$ cat config.mk
export PLATFORM = sky130hd
export DESIGN_NAME = lpi_pins
export DESIGN_NICKNAME = d
export VERILOG_FILES = /design/src/inc/lpi_pkg.sv /design/src/rtl/lpi_pins.sv
export SDC_FILE = /design/constraint.sdc
export NUM_CORES = 1
export LEC_CHECK = 0
export ABC_AREA = 0
export BUFFER_PORTS_ARGS = -buffer_cell sky130_fd_sc_hd__buf_2
export CAP_MARGIN = 30
export CORE_ASPECT_RATIO = 0.8
export CORE_UTILIZATION = 57
export CTS_BUF_LIST = sky130_fd_sc_hd__clkbuf_8
export DETAILED_ROUTE_END_ITERATION = 6
export HOLD_SLACK_MARGIN = 0.03
export PLACE_DENSITY = 0.79
export SLEW_MARGIN = 20
export SYNTH_ARGS = -nofsm -noshare
export SYNTH_HDL_FRONTEND = slang
export SYNTH_SLANG_ARGS = --single-unit
export TNS_END_PERCENT = 100
$ cat constraint.sdc
create_clock -name sys_clk -period 2.3 [get_ports sys_clk]
set_input_delay 0.345 -clock sys_clk [delete_from_list [all_inputs] [get_ports sys_clk]]
set_output_delay 0.345 -clock sys_clk [all_outputs]
set_load 0.03 [all_outputs]
$ cat src/inc/lpi_pkg.sv
// Constants shared by the pin interface of the low-power DDR device
package lpi_pkg;
  localparam int CA_W       = 10;
  localparam int LANE_W     = 8;
  localparam int LANES_X16  = 2;
  localparam int LANES_X32  = 4;
  localparam int CMD_W      = 2 * CA_W + 2;
  // Pair state {ck, ck_n} just after each differential edge
  localparam logic [1:0] CK_RISE = 2'b10;
  localparam logic [1:0] CK_FALL = 2'b01;
  localparam logic [1:0] BUF_DEPTH = 2'h2;
  localparam logic [1:0] PWR_NONE = 2'h0;
  localparam logic [1:0] PWR_ENTRY = 2'h1;
  localparam logic [1:0] PWR_EXIT  = 2'h2;
  typedef enum logic [1:0] {LPI_IDLE, LPI_WRITE, LPI_READ} lpi_dir_t;
endpackage

$ cat src/rtl/lpi_pins.sv
// Device-side pin interface: clock edges, command capture, data, strobes and masks
`timescale 1ns/10ps
module lpi_pins #(
  parameter int LANES = lpi_pkg::LANES_X32
) (
  input  wire logic                          sys_clk,
  input  wire logic                          arst_n,
  // Pins to and from the controller
  input  wire logic                          ck_pin,
  input  wire logic                          ck_n_pin,
  input  wire logic                          cke_pin,
  input  wire logic                          cs_n_pin,
  input  wire logic [lpi_pkg::CA_W-1:0]      ca_pin,
  input  wire logic [LANES*lpi_pkg::LANE_W-1:0] dq_in,
  output logic      [LANES*lpi_pkg::LANE_W-1:0] dq_out,
  output logic                               dq_oe,
  input  wire logic [LANES-1:0]              dqs_in,
  input  wire logic [LANES-1:0]              dqs_n_in,
  output logic      [LANES-1:0]              dqs_out,
  output logic      [LANES-1:0]              dqs_n_out,
  output logic                               dqs_oe,
  input  wire logic [LANES-1:0]              dm_pin,
  // Core side: decoded command
  output logic                               cmd_valid,
  output logic      [lpi_pkg::CMD_W-1:0]     cmd_word,
  output logic      [1:0]                    pwr_event,
  output logic                               core_clk_en,
  // Core side: write beats
  output logic                               wr_valid,
  input  wire logic                          wr_ready,
  output logic      [LANES*lpi_pkg::LANE_W-1:0] wr_data,
  output logic      [LANES-1:0]              wr_lane_en,
  // Core side: read beats and direction
  input  wire logic                          rd_valid,
  output logic                               rd_ready,
  input  wire logic [LANES*lpi_pkg::LANE_W-1:0] rd_data,
  input  wire logic                          rd_enable,
  input  wire logic                          wr_enable
);
  localparam int DW = LANES * lpi_pkg::LANE_W;

  // Only the two documented widths have strobe and mask pins
  if (LANES != lpi_pkg::LANES_X16 && LANES != lpi_pkg::LANES_X32) begin : g_bad_lanes
    $error("LANES must be 2 or 4");
  end

  // ****************************************************************
  // Input synchronisers
  // ****************************************************************
  // Every pin passes two flops; stage one is read only by stage two
  // Trade-off: two cycles of latency on every pin buy immunity to metastability
  localparam int SW = 3 + lpi_pkg::CA_W + DW + 3 * LANES;
  logic [SW-1:0] s1_q;
  logic [SW-1:0] s2_q;
  always_ff @(posedge sys_clk or negedge arst_n) begin
    if (!arst_n) begin
      s1_q <= '0;
      s2_q <= '0;
    end else begin
      s1_q <= {ck_pin, ck_n_pin, cke_pin, ca_pin, dq_in, dqs_in, dqs_n_in, dm_pin};
      s2_q <= s1_q;
    end
  end
  logic                     ck_s;
  logic                     ck_n_s;
  logic                     cke_s;
  logic [lpi_pkg::CA_W-1:0] ca_s;
  logic [DW-1:0]            dq_s;
  logic [LANES-1:0]         dqs_s;
  logic [LANES-1:0]         dqs_n_s;
  logic [LANES-1:0]         dm_s;
  assign {ck_s, ck_n_s, cke_s, ca_s, dq_s, dqs_s, dqs_n_s, dm_s} = s2_q;

  // Chip select is active low, so it is synchronised with a reset of one
  logic cs_n1_q;
  logic cs_n2_q;
  always_ff @(posedge sys_clk or negedge arst_n) begin
    if (!arst_n) begin
      cs_n1_q <= 1'b1;
      cs_n2_q <= 1'b1;
    end else begin
      cs_n1_q <= cs_n_pin;
      cs_n2_q <= cs_n1_q;
    end
  end

  // ****************************************************************
  // Differential clock edge detection
  // ****************************************************************
  // Previous pair state; an edge needs both legs to cross together
  // Reset matches the parked pair (CK low), so release shows no false edge
  logic [1:0] ck_prev_q;
  always_ff @(posedge sys_clk or negedge arst_n) begin
    if (!arst_n) begin
      ck_prev_q <= lpi_pkg::CK_FALL;
    end else begin
      ck_prev_q <= {ck_s, ck_n_s};
    end
  end
  // Both edge decoders ask the same question of the pair history
  function automatic logic pair_cross(input logic [1:0] prev_st,
                                      input logic [1:0] cur_st,
                                      input logic [1:0] src_st,
                                      input logic [1:0] dst_st);
    return (prev_st == src_st) && (cur_st == dst_st);
  endfunction
  // A lone leg crossing (noise or skew) matches neither pattern
  logic ck_pos;
  logic ck_neg;
  assign ck_pos = pair_cross(ck_prev_q, {ck_s, ck_n_s},
                             lpi_pkg::CK_FALL, lpi_pkg::CK_RISE);
  assign ck_neg = pair_cross(ck_prev_q, {ck_s, ck_n_s},
                             lpi_pkg::CK_RISE, lpi_pkg::CK_FALL);

  // ****************************************************************
  // Command capture and power decode
  // ****************************************************************
  // Rising half plus CS and CKE at the positive edge
  // CS is kept active high so the command word reads as a select flag
  logic [lpi_pkg::CA_W-1:0] ca_rise_q;
  logic                     cs_q;
  logic                     cke_q;
  logic                     half_q;
  always_ff @(posedge sys_clk or negedge arst_n) begin
    if (!arst_n) begin
      ca_rise_q  <= '0;
      cs_q       <= 1'b0;
      cke_q      <= 1'b0;
      half_q     <= 1'b0;
    end else if (ck_pos) begin
      ca_rise_q  <= ca_s;
      cs_q       <= !cs_n2_q;
      cke_q      <= cke_s;
      half_q     <= 1'b1;
    end else if (ck_neg) begin
      half_q     <= 1'b0;
    end
  end

  // Command word issued once per clock, at the negative edge closing the cycle
  always_ff @(posedge sys_clk or negedge arst_n) begin
    if (!arst_n) begin
      cmd_valid <= 1'b0;
      cmd_word  <= '0;
    end else begin
      cmd_valid <= ck_neg && half_q;
      if (ck_neg && half_q) begin
        cmd_word <= {cke_q, cs_q, ca_rise_q, ca_s};
      end
    end
  end

  // CKE transitions become power-mode entry and exit pulses
  // Judged against the level held since the last positive edge, not the raw pin
  always_ff @(posedge sys_clk or negedge arst_n) begin
    if (!arst_n) begin
      pwr_event   <= lpi_pkg::PWR_NONE;
      core_clk_en <= 1'b0;
    end else begin
      pwr_event <= lpi_pkg::PWR_NONE;
      if (ck_pos && cke_q && !cke_s) begin
        pwr_event <= lpi_pkg::PWR_ENTRY;
      end else if (ck_pos && !cke_q && cke_s) begin
        pwr_event <= lpi_pkg::PWR_EXIT;
      end
      if (ck_pos) begin
        core_clk_en <= cke_s;
      end
    end
  end

  // ****************************************************************
  // Write path: strobe edges, masks and skid buffer
  // ****************************************************************
  // Each present lane samples data and mask at both strobe edges
  logic [LANES-1:0] dqs_prev_q;
  logic [LANES-1:0] beat_lane;
  always_ff @(posedge sys_clk or negedge arst_n) begin
    if (!arst_n) begin
      dqs_prev_q <= '0;
    end else begin
      dqs_prev_q <= dqs_s;
    end
  end
  // Lanes 2 and 3 are built only when LANES is four
  for (genvar l = 0; l < LANES; l++) begin : g_lane
    // Differential crossing in either direction counts as a strobe edge
    assign beat_lane[l] = (dqs_s[l] != dqs_prev_q[l]) && (dqs_s[l] != dqs_n_s[l]);
  end

  logic          in_valid;
  logic [DW-1:0] in_data;
  logic [LANES-1:0] in_en;
  // A beat with every lane masked carries nothing and takes no buffer slot
  assign in_valid = wr_enable && core_clk_en && (|in_en);
  assign in_data  = dq_s;
  assign in_en    = beat_lane & ~dm_s;

  // Two-entry buffer keeps beats while the core stalls
  // Limitation: the pins cannot be stalled, so a third beat during a stall is lost
  logic [DW+LANES-1:0] buf_q [2];
  logic [1:0]          cnt_q;
  logic                rd_ptr_q;
  logic                wr_ptr_q;
  logic                buf_in_rdy;
  assign buf_in_rdy = (cnt_q != lpi_pkg::BUF_DEPTH);
  always_ff @(posedge sys_clk or negedge arst_n) begin
    if (!arst_n) begin
      cnt_q    <= 2'h0;
      rd_ptr_q <= 1'b0;
      wr_ptr_q <= 1'b0;
      buf_q[0] <= '0;
      buf_q[1] <= '0;
    end else begin
      if (in_valid && buf_in_rdy) begin
        buf_q[wr_ptr_q] <= {in_en, in_data};
        wr_ptr_q        <= !wr_ptr_q;
      end
      if (wr_valid && wr_ready) begin
        rd_ptr_q <= !rd_ptr_q;
      end
      cnt_q <= cnt_q + {1'b0, in_valid && buf_in_rdy} - {1'b0, wr_valid && wr_ready};
    end
  end

  // Registered view of buffer head for the core
  // Head register copies the oldest entry, so the outputs come straight from flops
  always_ff @(posedge sys_clk or negedge arst_n) begin
    if (!arst_n) begin
      wr_valid   <= 1'b0;
      wr_data    <= '0;
      wr_lane_en <= '0;
    end else begin
      wr_valid <= (cnt_q - {1'b0, wr_valid && wr_ready}) != 2'h0
                  || (in_valid && buf_in_rdy);
      if (!(wr_valid && !wr_ready)) begin
        if (cnt_q - {1'b0, wr_valid && wr_ready} != 2'h0) begin
          {wr_lane_en, wr_data} <= buf_q[rd_ptr_q ^ (wr_valid && wr_ready)];
        end else begin
          {wr_lane_en, wr_data} <= {in_en, in_data};
        end
      end
    end
  end

  // ****************************************************************
  // Read path: device drives data and edge-aligned strobes
  // ****************************************************************
  // A beat is launched at each CK edge; strobe toggles with the data
  // Limitation: CK must stay slow enough that each half period spans several cycles
  always_ff @(posedge sys_clk or negedge arst_n) begin
    if (!arst_n) begin
      dq_out    <= '0;
      dq_oe     <= 1'b0;
      dqs_out   <= '0;
      dqs_n_out <= '1;
      dqs_oe    <= 1'b0;
      rd_ready  <= 1'b0;
    end else begin
      dq_oe    <= rd_enable && core_clk_en;
      dqs_oe   <= rd_enable && core_clk_en;
      rd_ready <= rd_enable && core_clk_en && (ck_pos || ck_neg);
      if (rd_valid && rd_ready) begin
        dq_out    <= rd_data;
        dqs_out   <= ~dqs_out;
        dqs_n_out <= dqs_out;
      end else if (!rd_enable) begin
        dqs_out   <= '0;
        dqs_n_out <= '1;
      end
    end
  end
  // Mask pins and the CA bus have no output path at all

  // ****************************************************************
  // Assertions
  // ****************************************************************
  a_edge_excl: assert property (@(posedge sys_clk) disable iff (!arst_n)
    !(ck_pos && ck_neg)) else $error("both clock edges at once");
  a_cmd_single: assert property (@(posedge sys_clk) disable iff (!arst_n)
    cmd_valid |=> !cmd_valid) else $error("command lasted two cycles");
  a_cmd_cause: assert property (@(posedge sys_clk) disable iff (!arst_n)
    cmd_valid |-> $past(ck_neg)) else $error("command without negative edge");
  a_cmd_fields: assert property (@(posedge sys_clk) disable iff (!arst_n)
    cmd_valid |-> cmd_word[lpi_pkg::CMD_W-1] == $past(cke_q)) else $error("cke field wrong");
  a_pwr_entry: assert property (@(posedge sys_clk) disable iff (!arst_n)
    (ck_pos && cke_q && !cke_s) |=> pwr_event == lpi_pkg::PWR_ENTRY)
    else $error("entry missed");
  a_clk_gate: assert property (@(posedge sys_clk) disable iff (!arst_n)
    ck_pos |=> core_clk_en == $past(cke_s)) else $error("clock enable not followed");
  a_drv_gate: assert property (@(posedge sys_clk) disable iff (!arst_n)
    !core_clk_en |=> !dq_oe && !dqs_oe) else $error("driver on while disabled");
  a_mask_drop: assert property (@(posedge sys_clk) disable iff (!arst_n)
    (in_valid && buf_in_rdy) |-> (in_en & dm_s) == '0) else $error("masked lane kept");
  a_buf_full: assert property (@(posedge sys_clk) disable iff (!arst_n)
    cnt_q <= lpi_pkg::BUF_DEPTH) else $error("buffer overflow");
  // Decoded clock edges must issue command and power pulses with the right fields, and power pulses must trace back to an edge
  a_cmd_issue: assert property (@(posedge sys_clk) disable iff (!arst_n)
    (ck_neg && half_q) |=> cmd_valid) else $error("command not issued");
  a_cmd_cs: assert property (@(posedge sys_clk) disable iff (!arst_n)
    cmd_valid |-> cmd_word[lpi_pkg::CMD_W-2] == $past(cs_q)) else $error("select field wrong");
  a_pwr_exit: assert property (@(posedge sys_clk) disable iff (!arst_n)
    (ck_pos && !cke_q && cke_s) |=> pwr_event == lpi_pkg::PWR_EXIT)
    else $error("exit missed");
  a_pwr_cause: assert property (@(posedge sys_clk) disable iff (!arst_n)
    (pwr_event != lpi_pkg::PWR_NONE) |-> $past(ck_pos)) else $error("power event without edge");
  // Clock enable only moves at a positive edge and gates the write capture
  a_clk_hold: assert property (@(posedge sys_clk) disable iff (!arst_n)
    !$past(ck_pos) |-> $stable(core_clk_en)) else $error("clock enable moved off edge");
  a_wr_refuse: assert property (@(posedge sys_clk) disable iff (!arst_n)
    !core_clk_en |-> !in_valid) else $error("beat taken while disabled");
  a_wr_hold: assert property (@(posedge sys_clk) disable iff (!arst_n)
    (wr_valid && !wr_ready) |=> wr_valid && $stable(wr_data) && $stable(wr_lane_en))
    else $error("stalled beat changed");
  // Read drivers and strobes move together
  a_oe_pair: assert property (@(posedge sys_clk) disable iff (!arst_n)
    dq_oe == dqs_oe) else $error("data and strobe enables differ");
  a_strobe_pair: assert property (@(posedge sys_clk) disable iff (!arst_n)
    dqs_n_out == ~dqs_out) else $error("strobe legs not complementary");
  a_rd_align: assert property (@(posedge sys_clk) disable iff (!arst_n)
    (rd_valid && rd_ready) |=> dq_out == $past(rd_data) && dqs_out == ~$past(dqs_out))
    else $error("read strobe not aligned with data");
  a_rdy_cause: assert property (@(posedge sys_clk) disable iff (!arst_n)
    rd_ready |-> $past(ck_pos || ck_neg)) else $error("read beat taken without edge");
endmodule // lpi_pins

==> impl_metrics.json <==
{
  "status": "finished clean",
  "drive_above_1_share_pct": 40.4,
  "synth.distinct_cells": 31,
  "setup_slack_ns": 0.184,
  "vias": 7043,
  "crit_type": "flip-flop to flip-flop",
  "drc_errors": 0,
  "rows": 45,
  "ioPinCount": 202,
  "syn_nets": 831,
  "die_area_um2": 20200,
  "skew_ns": 0.0250,
  "clk_pin_slew_ns": 0.07,
  "synth_cells": 733,
  "relSlewSlack_pct": 58.0,
  "dp_cells": 1182,
  "vias_per_cell": 5.21,
  "post-cts-setup-buffers": 0,
  "cts_inserted_buffers": 45,
  "required_ns": 2.75,
  "grt_start_max_net_pins": 69,
  "hold_viol": 0,
  "clockBufferDepth": 3,
  "wirelength_um": 24500,
  "grt_first_pass_wirelength_um": 39600,
  "grt_use_total_pct": 25.7,
  "ys_seq_area_share_pct": 70.6,
  "fp.dieW_um": 159,
  "fmax_mhz": 473,
  "cts_root_buffer": "clkbuf_8",
  "final_cells": 1351,
  "drt_iter0_markers": 310,
  "cts_tree": "built",
  "layout_commonest_cell": "dfrtp_1",
  "place_area_um2": 12600,
  "crit_fanout": 15,
  "overflow": 0,
  "initial_core_util_pct": 58.6,
  "synth.avg_cell_area_um2": 15.3,
  "syn_to_final_growth_pct": 28.8,
  "cellPowerDensity_nw_per_um2": 1170,
  "gp_congestion": 0.783,
  "ctsHtreeMaxLevel": 2,
  "clkSinkCount": 315,
  "worst_pin_slew_ns": 0.629,
  "final_cell_mix": "308 x dfrtp_1, 200 x buf_2, 107 x mux2_2, 90 x dlygate4sd3_1, 78 x o21ai_0",
  "antenna_found_initial": 1,
  "synth_warnings": 0,
  "grt_pass1_vias": 7656,
  "layout.nets": 1159,
  "pre_cts_slack_ns": 0.133,
  "die_y_um": 127,
  "peakVddDrop_mv": 0.708,
  "tns_ns": 0,
  "finalCriticalPeriod_ns": 2.12,
  "rsz0062_at_grt": "false",
  "worstSetupStartpointType": "flip-flop",
  "hpwlAfterDp_um": 14600,
  "fillers": 1148,
  "fin_area_um2": 14400,
  "netlist_area_um2": 11200,
  "post_drt_wl_per_cell_um": 18.2,
  "dr.pass1.iters": 4,
  "total_leakage_power_uw": 0.00706,
  "ys_ff_latch": 315,
  "setup_viol": 0,
  "drtAntennaViolNets": 0,
  "cp.arrival_ns": 2.56,
  "cp-end-kind": "flip-flop",
  "hold_path.class": "primary input to flip-flop",
  "slew_viol_final": 0,
  "port_buffers": 201,
  "coreArea_um2": 19100,
  "final_core_util_pct": 75.5,
  "worst-r2r-setup-slack_ns": 0.18,
  "insertion_delay_ns": 0.56,
  "fin_crit_sh_pct": 92.0,
  "cap_violations": 0
}
==> routing by layer <==
layer,track usage [%],vias to the layer above,wire length (um)
li1,-,3192,-
met1,33.3,3563,10300
met2,41.8,240,11900
met3,7.56,48,1820
met4,8.48,0,516
met5,0,-,0
==> state kept, by name, summed over array words and instances, names as in the netlist, 2 cells and up <==
register,cells
cmd_word,22
s2_q,57
dq_out,32
dqs_prev_q,4
s1_q,57
wr_lane_en,4
wr_data,32
cnt_q,2
dqs_n_out,4
dqs_out,4
pwr_event,2
ca_rise_q,10
ck_prev_q,2
buf_q,72
==> area by class of cell <==
type | count | area (um^2) | share of cell area, %
multi-input combinational | 376 | 3090 | 21.4
timing repair buffer | 317 | 2230 | 15.5
sequential | 315 | 7890 | 54.8
clock inverter | 24 | 109 | 0.756
tap | 258 | 323 | 2.24
inverter | 6 | 22.5 | 0.156
clock buffer | 54 | 743 | 5.16
antenna | 1 | 2.50 | 0.0174
==> logic make-up after synthesis <==
group	share of synthesized area, %
AOI/OAI and AO/OA	6.77
xor gates and xnor gates	0.392
adders and majority gates	0.224
buffers and inverters	2.18
DFF	70.6
muxes	14.8
and+or+nand+nor	5.07
==> power breakdown <==
group	switching [uW]	internal, uW	total, uW
Clock	2040	2130	4160
Combinational	2860	2140	5000
Sequential	769	6860	7630
Total	5660	11100	16800
==> final timing paths <==
kind / startpoint / end / depth (start not counted)
worst max-delay path: dqs_prev_q[1] / buf_q[9] / 6
worst min-delay path: rd_data[27] / dq_out[27] / 2
max in group asynchronous: arst_n / ck_prev_q[0] / 3
worst max register to register: dqs_prev_q[1] / buf_q[9] / 6
min in group asynchronous: arst_n / buf_q[56] / 2
worst min register to register: s1_q[13] / s2_q[13] / 0
==> critical path: stages (launching register included) <==
cell and delay (ns):
dfrtp_1 0.37, or3b_1 0.38, a21oi_2 0.24, o41ai_2 0.14, or2_2 0.33, buf_4 0.23, mux2_4 0.32
==> synth_stat cells <==
| master | count | area [um^2] |
|---|---|---|
| dfrtp_1 | 308 | 7710 |
| mux2_2 | 107 | 1200 |
| o21ai_0 | 78 | 390 |
| nand2_1 | 44 | 165 |
| nor2b_1 | 38 | 238 |
| a211oi_1 | 36 | 270 |
| mux2_4 | 30 | 450 |
| clkbuf_1 | 23 | 86.3 |
| dfstp_2 | 7 | 184 |
| inv_1 | 6 | 22.5 |
| nand3b_1 | 5 | 37.5 |
| a21oi_2 | 4 | 35.0 |
| buf_6 | 4 | 45.0 |
| nand3_1 | 4 | 20.0 |
| o22a_1 | 4 | 35.0 |
| or3b_1 | 4 | 35.0 |
| xnor2_1 | 4 | 35.0 |
| buf_12 | 3 | 60.1 |
| buf_2 | 3 | 15.0 |
| nor2_1 | 3 | 11.3 |
| nor3b_1 | 3 | 22.5 |
| a21oi_1 | 2 | 10.0 |
| and2_1 | 2 | 12.5 |
| buf_1 | 2 | 7.51 |
| ha_1 | 2 | 25.0 |
| nand2b_1 | 2 | 12.5 |
| buf_4 | 1 | 7.51 |
| nor2_2 | 1 | 6.26 |
| o41ai_2 | 1 | 16.3 |
| or2_1 | 1 | 6.26 |
| xor2_1 | 1 | 8.76 |
==> repair_timing <==
action                     4_1_cts  5_1_grt
resized for setup                0        1
hold endpoints to repair       149        0
setup endpoints to repair        0        1
hold buffers                    90        0
==> per-stage QoR <==
step	total power, uW	hold slack, ns
after global routing	17700	0.0509
after detailed placement	12600	0.335
after global placement	12300	0.331
after CTS	16800	0.0394
final	16800	0.0781
after floorplan	10900	0.0494
Note: power is estimated with default switching activity, not from simulation.
